--- src/hdl/fpec_pkg.sv ---
/*
 * Constants and types for the flash program/erase control block.
 * Assumes a single 100 MHz system clock and a plain register port.
 */
package fpec_pkg;

   // ---------------------------------------------------------------
   // Register map
   // ---------------------------------------------------------------
   localparam logic [3:0]  FPEC_ADDR_CONTROL   = 4'h0;  // Operation control
   localparam logic [3:0]  FPEC_ADDR_KEY       = 4'h1;  // Unlock key, write only
   localparam logic [3:0]  FPEC_ADDR_TBLPAGE   = 4'h2;  // Table page register
   localparam logic [3:0]  FPEC_ADDR_POINTER   = 4'h3;  // Effective address
   localparam logic [3:0]  FPEC_ADDR_WLOW      = 4'h4;  // Table write low word
   localparam logic [3:0]  FPEC_ADDR_WHIGH     = 4'h5;  // Table write high byte
   localparam logic [3:0]  FPEC_ADDR_STATUS    = 4'h6;  // Block status

   // ---------------------------------------------------------------
   // Control fields
   // ---------------------------------------------------------------
   localparam int          FPEC_BIT_START      = 15;    // Start bit
   localparam int          FPEC_BIT_OP_WRITE_ENABLE       = 14;    // Write enable
   localparam int          FPEC_BIT_ERR        = 13;    // Sequence error
   localparam int          FPEC_BIT_ERASE      = 6;     // Erase mode
   localparam int          FPEC_OP_LSB         = 0;     // Op code low bit
   localparam logic [15:0] FPEC_CONTROL_RESET  = 16'h0000;
   localparam logic [15:0] FPEC_CONTROL_MASK   = 16'hE04F; // Implemented bits

   // ---------------------------------------------------------------
   // Unlock keys
   // ---------------------------------------------------------------
   localparam logic [7:0]  FPEC_KEY_FIRST      = 8'h55;
   localparam logic [7:0]  FPEC_KEY_SECOND     = 8'hAA;

   // ---------------------------------------------------------------
   // Geometry
   // ---------------------------------------------------------------
   localparam int          FPEC_ROW_WORDS      = 64;    // Instructions per row
   localparam int          FPEC_PAGE_WORDS     = 512;   // Instructions per page
   localparam int          FPEC_ROW_BYTES      = 192;
   localparam int          FPEC_PAGE_BYTES     = 1536;

   // ---------------------------------------------------------------
   // Timing in microseconds
   // ---------------------------------------------------------------
   localparam int          FPEC_CLK_MHZ        = 100;
   localparam int          FPEC_T_ROW_US       = 1500;  // Row write
   localparam int          FPEC_T_PAGE_US      = 20000; // Page erase
   localparam int          FPEC_T_WORD_US      = 50;    // Word program
   localparam int          FPEC_T_BULK_US      = 40000; // Bulk or segment erase
   localparam int          FPEC_ROW_CYC        = FPEC_T_ROW_US * FPEC_CLK_MHZ;
   localparam int          FPEC_PAGE_CYC       = FPEC_T_PAGE_US * FPEC_CLK_MHZ;
   localparam int          FPEC_WORD_CYC       = FPEC_T_WORD_US * FPEC_CLK_MHZ;
   localparam int          FPEC_BULK_CYC       = FPEC_T_BULK_US * FPEC_CLK_MHZ;

   // ---------------------------------------------------------------
   // Operation kinds
   // ---------------------------------------------------------------
   typedef enum logic [2:0] {
      FPEC_OP_NONE,
      FPEC_OP_BULK,
      FPEC_OP_SEGMENT,
      FPEC_OP_PAGE,
      FPEC_OP_CFG_ERASE,
      FPEC_OP_WORD,
      FPEC_OP_ROW,
      FPEC_OP_CFG_PROG
   } fpec_op_type;

   // Request to the flash array
   typedef struct packed {
      fpec_op_type op;       // Operation
      logic [23:0] addr;     // Target address
      logic [23:0] data;     // Word data for single programs
   } fpec_req_type;

endpackage : fpec_pkg

--- src/hdl/fpec_timer.sv ---
/*
 * Down counter that times one flash cycle.
 * Assumes load is a single-cycle pulse from the sequencer.
 */
`timescale 1ns/1ps
module fpec_timer #(
   parameter int W = 24  // Counter width
) (
   input  wire logic         sys_clk,  // System clock
   input  wire logic         nrst,  // Async reset, low
   input  wire logic         load,  // Start a count
   input  wire logic [W-1:0] cycles,  // Cycles to count
   output logic              busy,  // Counting
   output logic              done  // Count expired pulse
);

   // ---------------------------------------------------------------
   // Counter
   // ---------------------------------------------------------------
   logic [W-1:0] cnt_r;                        // Remaining cycles

   // Load and count down
   always_ff @(posedge sys_clk or negedge nrst) begin
      if (!nrst) begin
         cnt_r <= '0;
         busy  <= 1'b0;
         done  <= 1'b0;
      end else begin
         done <= 1'b0;
         if (load) begin                       // New cycle
            cnt_r <= cycles;
            busy  <= 1'b1;
         end else if (busy) begin
            if (cnt_r <= W'(1)) begin          // Last cycle
               busy <= 1'b0;
               done <= 1'b1;
            end else begin
               cnt_r <= cnt_r - W'(1);
            end
         end
      end
   end

endmodule : fpec_timer

--- src/hdl/fpec_ctrl.sv ---
/*
 * Flash program/erase sequencer: control and key registers, unlock check,
 * row holding buffer, address forming and self-timed cycles.
 * Assumes nrst is the power-on reset and the register port is on sys_clk.
 */
// Chosen here: the placing of the registers and strobed register access.
`timescale 1ns/1ps
module fpec_ctrl #(
   parameter int ROW_CYC  = fpec_pkg::FPEC_ROW_CYC,   // Row write cycles
   parameter int PAGE_CYC = fpec_pkg::FPEC_PAGE_CYC,  // Page erase cycles
   parameter int WORD_CYC = fpec_pkg::FPEC_WORD_CYC,  // Word program cycles
   parameter int BULK_CYC = fpec_pkg::FPEC_BULK_CYC,  // Bulk erase cycles
   parameter int ROWN     = fpec_pkg::FPEC_ROW_WORDS  // Holding buffer depth
) (
   input  wire logic         sys_clk,  // System clock
   input  wire logic         nrst,  // Power-on reset, low
   input  wire logic [3:0]   regAddr,  // Register index
   input  wire logic [15:0]  regWdata,  // Write data
   input  wire logic         regWr,  // Write strobe
   input  wire logic         regRd,  // Read strobe
   output logic [15:0]       regRdata,  // Read data, next cycle
   output logic              cpuStall,  // Processor stall
   output fpec_pkg::fpec_req_type flashReq,  // Operation request
   output logic              flashStrobe,  // Request pulse
   output logic [5:0]        bufRdIdx,  // Holding buffer index
   output logic [23:0]       bufRdData  // Holding buffer word
);
   import fpec_pkg::*;

   // ---------------------------------------------------------------
   // Registers
   // ---------------------------------------------------------------
   logic        start_r;  // Start bit
   logic        op_write_enable_r;  // Write enable
   logic        err_r;  // Sequence error
   logic        erase_r;  // Erase mode
   logic [3:0]  opSel_r;  // Operation select code
   logic [7:0]  tblPage_r;  // Table page
   logic [15:0] ptr_r;  // Effective address
   logic [15:0] wLow_r;  // Last table write low
   logic [7:0]  wHigh_r;  // Last table write high
   logic [1:0]  keyState_r;  // 0 none, 1 first, 2 unlocked
   logic [23:0] holdBuf [ROWN];  // Row holding buffer
   logic [$clog2(ROWN)-1:0] fill_r;  // Buffer fill index
   logic        bufFull_r;  // All words loaded
   fpec_op_type activeOp_r;  // Running operation
   logic [15:0] ctrlView;  // Control read view
   logic [15:0] statView;  // Status read view
   logic        busy;  // Timer running
   logic        timerDone;  // Timer expired
   logic        timerLoad_r;  // Timer start pulse
   logic [31:0] timerCycles_r;  // Cycles for this op
   logic [23:0] target;  // Formed flash address

   // Write decodes
   wire wrCtrl = regWr && regAddr == FPEC_ADDR_CONTROL;
   wire wrKey  = regWr && regAddr == FPEC_ADDR_KEY;
   wire setReq = wrCtrl && regWdata[FPEC_BIT_START];

   // ---------------------------------------------------------------
   // Decode of the operation select code
   // ---------------------------------------------------------------
   function automatic fpec_op_type decodeOp(input logic er, input logic [3:0] c);
      fpec_op_type o;
      o = FPEC_OP_NONE;                        // Unlisted codes do nothing
      if (er) begin                            // Erase class
         unique case (c)
            4'hF:    o = FPEC_OP_BULK;
            4'hD:    o = FPEC_OP_SEGMENT;
            4'hC:    o = FPEC_OP_SEGMENT;
            4'h2:    o = FPEC_OP_PAGE;
            4'h0:    o = FPEC_OP_CFG_ERASE;
            default: o = FPEC_OP_NONE;
         endcase
      end else begin
         unique case (c)
            4'h3:    o = FPEC_OP_WORD;
            4'h1:    o = FPEC_OP_ROW;
            4'h0:    o = FPEC_OP_CFG_PROG;
            default: o = FPEC_OP_NONE;
         endcase
      end
      return o;
   endfunction : decodeOp

   // Cycle count for an operation
   function automatic logic [31:0] opCycles(input fpec_op_type o);
      unique case (o)
         FPEC_OP_BULK, FPEC_OP_SEGMENT: return 32'(BULK_CYC);
         FPEC_OP_PAGE:                  return 32'(PAGE_CYC);
         FPEC_OP_ROW:                   return 32'(ROW_CYC);
         default:                       return 32'(WORD_CYC);
      endcase
   endfunction : opCycles

   wire fpec_op_type reqOp = decodeOp(regWdata[FPEC_BIT_ERASE], regWdata[3:0]);

   // Start is accepted only unlocked, enabled, idle and decodable
   wire startOk = setReq && keyState_r == 2'd2 && regWdata[FPEC_BIT_OP_WRITE_ENABLE]
                  && !start_r && reqOp != FPEC_OP_NONE
                  && !(reqOp == FPEC_OP_ROW && !bufFull_r);

   // Address from table page over effective address
   assign target = {tblPage_r, ptr_r};

   // ---------------------------------------------------------------
   // Unlock key tracking
   // ---------------------------------------------------------------
   // Any write other than the expected next step drops the unlock
   always_ff @(posedge sys_clk or negedge nrst) begin
      if (!nrst) begin
         keyState_r <= 2'd0;
      end else if (wrKey && regWdata[7:0] == FPEC_KEY_FIRST) begin
         keyState_r <= 2'd1;
      end else if (wrKey && keyState_r == 2'd1 && regWdata[7:0] == FPEC_KEY_SECOND) begin
         keyState_r <= 2'd2;
      end else if (regWr) begin
         keyState_r <= 2'd0;
      end
   end

   // ---------------------------------------------------------------
   // Control register
   // ---------------------------------------------------------------
   // Start clears when the timer expires; error clears on a good start or a written zero
   always_ff @(posedge sys_clk or negedge nrst) begin
      if (!nrst) begin
         start_r <= FPEC_CONTROL_RESET[FPEC_BIT_START];
         op_write_enable_r  <= FPEC_CONTROL_RESET[FPEC_BIT_OP_WRITE_ENABLE];
         err_r   <= FPEC_CONTROL_RESET[FPEC_BIT_ERR];
         erase_r <= FPEC_CONTROL_RESET[FPEC_BIT_ERASE];
         opSel_r <= FPEC_CONTROL_RESET[3:0];
      end else begin
         if (wrCtrl && !start_r) begin         // Fields frozen while running
            op_write_enable_r  <= regWdata[FPEC_BIT_OP_WRITE_ENABLE];
            erase_r <= regWdata[FPEC_BIT_ERASE];
            opSel_r <= regWdata[3:0];
         end
         if (startOk) begin
            start_r <= 1'b1;
         end else if (timerDone) begin
            start_r <= 1'b0;
         end
         if (setReq && !start_r && !startOk) begin
            err_r <= 1'b1;
         end else if (startOk) begin
            err_r <= 1'b0;
         end else if (wrCtrl && !regWdata[FPEC_BIT_ERR]) begin
            err_r <= 1'b0;                     // Software clear
         end
      end
   end

   // ---------------------------------------------------------------
   // Table page, pointer and table write capture
   // ---------------------------------------------------------------
   always_ff @(posedge sys_clk or negedge nrst) begin
      if (!nrst) begin
         tblPage_r <= 8'h00;
         ptr_r     <= 16'h0000;
         wLow_r    <= 16'h0000;
         wHigh_r   <= 8'h00;
      end else if (regWr) begin
         if (regAddr == FPEC_ADDR_TBLPAGE) tblPage_r <= regWdata[7:0];
         if (regAddr == FPEC_ADDR_POINTER) ptr_r     <= regWdata;
         if (regAddr == FPEC_ADDR_WLOW)    wLow_r    <= regWdata;
         if (regAddr == FPEC_ADDR_WHIGH)   wHigh_r   <= regWdata[7:0];
      end
   end

   // ---------------------------------------------------------------
   // Holding buffer: high byte write completes a word
   // ---------------------------------------------------------------
   always_ff @(posedge sys_clk or negedge nrst) begin
      if (!nrst) begin
         fill_r    <= '0;
         bufFull_r <= 1'b0;
      end else if (regWr && regAddr == FPEC_ADDR_POINTER) begin
         fill_r    <= '0;                      // New aligned group
         bufFull_r <= 1'b0;
      end else if (regWr && regAddr == FPEC_ADDR_WHIGH) begin
         fill_r <= fill_r + 1'b1;              // Sequential load
         if (fill_r == ($clog2(ROWN))'(ROWN - 1)) bufFull_r <= 1'b1;
      end else if (timerDone && activeOp_r == FPEC_OP_ROW) begin
         bufFull_r <= 1'b0;
      end
   end

   // Buffer storage
   always_ff @(posedge sys_clk) begin
      if (regWr && regAddr == FPEC_ADDR_WHIGH) begin
         holdBuf[fill_r] <= {regWdata[7:0], wLow_r};
      end
   end

   // ---------------------------------------------------------------
   // Launch and flash request
   // ---------------------------------------------------------------
   always_ff @(posedge sys_clk or negedge nrst) begin
      if (!nrst) begin
         activeOp_r    <= FPEC_OP_NONE;
         timerLoad_r   <= 1'b0;
         timerCycles_r <= 32'h0000_0000;
         flashStrobe   <= 1'b0;
         flashReq      <= '0;
      end else begin
         timerLoad_r <= startOk;
         flashStrobe <= startOk;
         if (startOk) begin
            activeOp_r      <= reqOp;
            timerCycles_r   <= opCycles(reqOp);
            flashReq.op     <= reqOp;
            flashReq.data   <= {wHigh_r, wLow_r};
            unique case (reqOp)                // Page and row aligned from memory start
               FPEC_OP_PAGE: flashReq.addr <= target - (target % 24'(FPEC_PAGE_WORDS * 2));
               FPEC_OP_ROW:  flashReq.addr <= target - (target % 24'(FPEC_ROW_WORDS * 2));
               default:      flashReq.addr <= target;
            endcase
         end
      end
   end

   // Self-timed flash cycle
   fpec_timer #(.W(32)) u_timer (
      .sys_clk (sys_clk),
      .nrst    (nrst),
      .load    (timerLoad_r),
      .cycles  (timerCycles_r),
      .busy    (busy),
      .done    (timerDone)
   );

   // Processor stall for the whole cycle
   always_ff @(posedge sys_clk or negedge nrst) begin
      if (!nrst) begin
         cpuStall <= 1'b0;
      end else begin
         cpuStall <= startOk || (start_r && !timerDone);
      end
   end

   // Buffer read port for the array, walks while a row is written
   always_ff @(posedge sys_clk or negedge nrst) begin
      if (!nrst) begin
         bufRdIdx  <= 6'h00;
         bufRdData <= 24'h000000;
      end else if (busy && activeOp_r == FPEC_OP_ROW) begin
         bufRdIdx  <= bufRdIdx + 6'h01;
         bufRdData <= holdBuf[bufRdIdx[$clog2(ROWN)-1:0]];
      end else begin
         bufRdIdx  <= 6'h00;
      end
   end

   // ---------------------------------------------------------------
   // Read mux; key and unimplemented bits read zero
   // ---------------------------------------------------------------
   always_comb begin
      ctrlView = 16'h0000;
      ctrlView[FPEC_BIT_START] = start_r;
      ctrlView[FPEC_BIT_OP_WRITE_ENABLE]  = op_write_enable_r;
      ctrlView[FPEC_BIT_ERR]   = err_r;
      ctrlView[FPEC_BIT_ERASE] = erase_r;
      ctrlView[3:0]            = opSel_r;
      ctrlView = ctrlView & FPEC_CONTROL_MASK;
      statView = 16'({bufFull_r, fill_r, keyState_r == 2'd2});
   end

   always_ff @(posedge sys_clk or negedge nrst) begin
      if (!nrst) begin
         regRdata <= 16'h0000;
      end else if (regRd) begin
         unique case (regAddr)
            FPEC_ADDR_CONTROL: regRdata <= ctrlView;
            FPEC_ADDR_TBLPAGE: regRdata <= {8'h00, tblPage_r};
            FPEC_ADDR_POINTER: regRdata <= ptr_r;
            FPEC_ADDR_STATUS:  regRdata <= statView;
            default:           regRdata <= 16'h0000;  // Key, table write and unmapped
         endcase
      end else begin
         regRdata <= 16'h0000;
      end
   end

endmodule : fpec_ctrl

--- config.mk ---
export PLATFORM = sky130hd
export DESIGN_NAME = fpec_ctrl
export DESIGN_NICKNAME = d
export VERILOG_FILES = /design/src/hdl/fpec_pkg.sv /design/src/hdl/fpec_timer.sv /design/src/hdl/fpec_ctrl.sv
export SDC_FILE = /design/constraint.sdc
export NUM_CORES = 2
export LEC_CHECK = 0
export ABC_CLOCK_PERIOD_IN_PS = 6450
export BUFFER_PORTS_ARGS = -buffer_cell sky130_fd_sc_hd__buf_2
export CORE_MARGIN = 8
export CORE_UTILIZATION = 36
export CTS_BUF_LIST = sky130_fd_sc_hd__clkbuf_8
export DETAILED_ROUTE_END_ITERATION = 8
export GPL_TIMING_DRIVEN = 1
export MAX_ROUTING_LAYER = met4
export PLACE_DENSITY_LB_ADDON = 0.3
export SYNTH_ARGS = -nofsm -noshare
export SYNTH_HDL_FRONTEND = slang
export SYNTH_HIERARCHICAL = 1
export SYNTH_SLANG_ARGS = --single-unit
--- constraint.sdc ---
create_clock -name sys_clk -period 6.45 [get_ports sys_clk]
set_input_delay 1.29 -clock sys_clk [delete_from_list [all_inputs] [get_ports sys_clk]]
set_output_delay 1.29 -clock sys_clk [all_outputs]
set_load 0.005 [all_outputs]
==> flow_metrics.py <==
metrics = {
    "floorplanning": {
        "rows": 159,
        "initial_core_util_pct": 36.23,
        "io_pins": 123,
        "core_mm2": 0.1880,
        "die_area_mm2": 0.2034,
        "die_h_um": 451.0,
        "die-width_um": 451.0,
    },
    "synthesis": {
        "synth_top_area_cell": "edfxtp_1",
        "synth_top_area_share_pct": 67.71,
        "postSynthAreaPerCell_um2": 18.94,
        "synth.distinct_cells": 82,
        "ys_ff_latch": 1743,
        "syn_inst": 3596,
        "synth_area_leaders": "edfxtp_1 (68%), mux4_2 (8.7%), dfrtp_1 (7.6%)",
        "ys_seq_area_share_pct": 75.32,
        "synth_ff_type": "edfxtp_1",
        "synth_warnings": 6,
        "synth_edf_count": 1536,
        "synth_common_cells": "edfxtp_1 (1536), mux2i_1 (265), mux4_2 (262)",
        "synth-async-reset-ratio_pct": 11.88,
        "yosysMostFrequentCell": "edfxtp_1",
        "netlist_area_mm2": 0.06812,
    },
    "detailed_routing": {
        "vias_per_cell": 5.385,
        "postRouteWirelength_mm": 185.6,
        "firstDrtPassIters": 6,
        "drc": 0,
        "ant_nets": 0,
        "post_drt_wl_per_cell_um": 27.78,
        "dr_total_vias": 35970,
        "drtIter0Drc": 3928,
    },
    "clocking": {
        "clock_sinks": 1743,
        "cts_root_buffer": "clkbuf_8",
        "cts.hold.buffers_added": 0,
        "postCtsSetupBuffers": 0,
        "cts_buffers": 305,
        "cts_resized": 0,
        "clk_latency_ns": 1.04,
        "cts_tree": "yes",
        "cts_buffer_depth": 4,
        "cts_max_level": 5,
        "cts.clk_slew.worst_paths_ns": 0.06,
    },
    "power": {
        "combPwrFrac_pct": 4.0,
        "clkPwrFrac_pct": 39.5,
        "p_int_mw": 17.53,
        "p_seq_share_pct": 56.6,
        "p_sw_mw": 5.260,
        "p_leak_nw": 25.17,
        "swShare_pct": 23.08,
        "totalPowerFinal_mw": 22.79,
        "p_per_area_mw_per_mm2": 295.1,
        "ir_worst_vdd_v": 0.0002325,
    },
    "critical_path": {
        "critPathLaunchType": "register",
        "critical_path_arrival_ns": 2.95,
        "crit_type": "register to primary output",
        "worst_setup_path_end_kind": "primary output",
        "worst_ep_required_time_ns": 5.16,
        "path_max_fanout": 134,
    },
    "final_layout": {
        "finalNetCount": 3984,
        "utilization_pct": 41.08,
        "drive_gt1_share_pct": 25.35,
        "syn2layout_area_growth_pct": 13.37,
        "register_area_mm2": 0.05133,
        "nFillCells": 16750,
        "multi_input_area_mm2": 0.01569,
    },
    "grt": {
        "grt_first_pass_wirelength_mm": 264.5,
        "grt_max_degree": 135,
        "antenna_found_initial": 6,
        "grt_overflow": 0,
        "grt_usage_pct": 18.28,
        "grt_pass1_vias": 36090,
    },
    "timing": {
        "drv_slew": 0,
        "setup_tns_ns": 0,
        "finalHoldViolations": 0,
        "fin_skew_ns": 0.1198,
        "setup_viol": 0,
        "grt_setup_unrepaired": "no",
        "worstMarginPinSlew_ns": 1.212,
        "slew_headroom_pct": 18.96,
        "post-route-min-period_ns": 4.238,
        "fin_crit_sh_pct": 65.71,
        "clock.fmax_mhz": 235.9,
    },
    "run": {
        "cap_violations": 0,
    },
    "placement": {
        "place.gp.congestion": 0.8607,
        "dp_hpwl_mm": 111.0,
        "io_buffers": 122,
    },
    "hold_path": {
        "hp-class": "input pin to async pin",
    },
    "run_status": {
        "status": "completed",
    },
}
[cells in the final DEF (no fill, tap or decap), types with 74 or more instances in the layout]
cell	n
a22oi_1	102
buf_2	115
buf_4	127
clkbuf_8	316
clkinv_1	78
dfrtp_1	187
edfxtp_1	1536
inv_1	111
mux2_2	86
mux2i_1	265
mux4_2	262
nand2_1	231
nor2_1	86
o22ai_1	74
[power by group through the flow]
stage	Combinational [mW]	Sequential, mW	Clock, mW
floorplan	0.127	13.3	0
global placement	0.893	13.1	0
detailed placement	0.921	13.1	0
CTS	0.921	12.9	9.22
global route	0.951	12.9	9.70
finish	0.901	12.9	8.99
[layout make-up]
type	count	share of cell area, %
sequential	1743	66.47
multi-input combinational	1638	20.32
clock buffer	316	5.632
tap	2495	4.042
timing repair buffer	252	2.233
clock inverter	208	1.188
inverter	16	0.07777
antenna	12	0.03888
[worst paths after layout]
check                                           start                            to  slack, ns  depth (start not counted)
worst max-delay path            bufRdIdx[1]$_DFF_PN0_                   bufRdIdx[1]       2.21                          2
worst min-delay path                             nrst  u_timer/cnt_r[8]$_DFFE_PN0P_       0.38                          1
worst max register to register  bufRdIdx[2]$_DFF_PN0_      bufRdData[3]$_DFFE_PN0P_       2.84                          6
worst min register to register  ptr_r[14]$_DFFE_PN0P_      flashReq[38]$_DFFE_PN0P_       0.46                          2
max in group asynchronous                        nrst         bufRdIdx[0]$_DFF_PN0_       4.69                          2
min in group sys_clk            ptr_r[14]$_DFFE_PN0P_      flashReq[38]$_DFFE_PN0P_       0.46                          2
[flip-flops by register name (all words and copies together) (netlist names), 6 cells and up]
register / count
ptr_r: 16
holdBuf: 1536
fill_r: 6
bufRdIdx: 6
bufRdData: 24
flashReq: 48
regRdata: 16
timerCycles_r: 9
tblPage_r: 8
wHigh_r: 8
wLow_r: 16
u_timer/cnt_r: 32
[worst max-delay path, stage by stage (launching register included)]
cell     delay [ns]
dfrtp_4        0.88
buf_12         0.72
buf_2          0.25
[metal layers]
metal / global-route usage, % / part of all wire [%] / up-vias / wire length, µm
met5: - / 0 / - / 0
met4: 6.177 / 3.3 / 0 / 6047
met3: 3.739 / 6.7 / 293 / 12510
met2: 28.23 / 48 / 1373 / 88250
met1: 24.34 / 42 / 18930 / 78780
li1: - / - / 15380 / -
[cell families (layout without fill, tap and decap cells)]
kind of cell               after synthesis  in the layout  share of synthesized area (%)
buffers and inverters                  228            792                          1.991
DFF                                   1743           1743                          75.32
muxes                                  615            615                          14.06
and+or+nand+nor                        595            595                          4.071
xor gates and xnor gates                10             10                         0.1286
AOI/OAI and AO/OA                      400            400                          4.355
other                                    1             26                       0.005505
adders and majority gates                4              4                        0.07348
[per-stage QoR]
stage	hold slack [ns]	setup WS, ns	area [µm²]	std cells
floorplan	0.4331	2.783	68160	3609
global placement	0.4583	1.926	71930	6144
detailed placement	0.4559	1.865	71930	6144
CTS	0.2896	2.070	77200	6668
global route	0.3608	2.050	77210	6673
finish	0.3840	2.212	77230	6680
(Power assumes the default switching activity.)
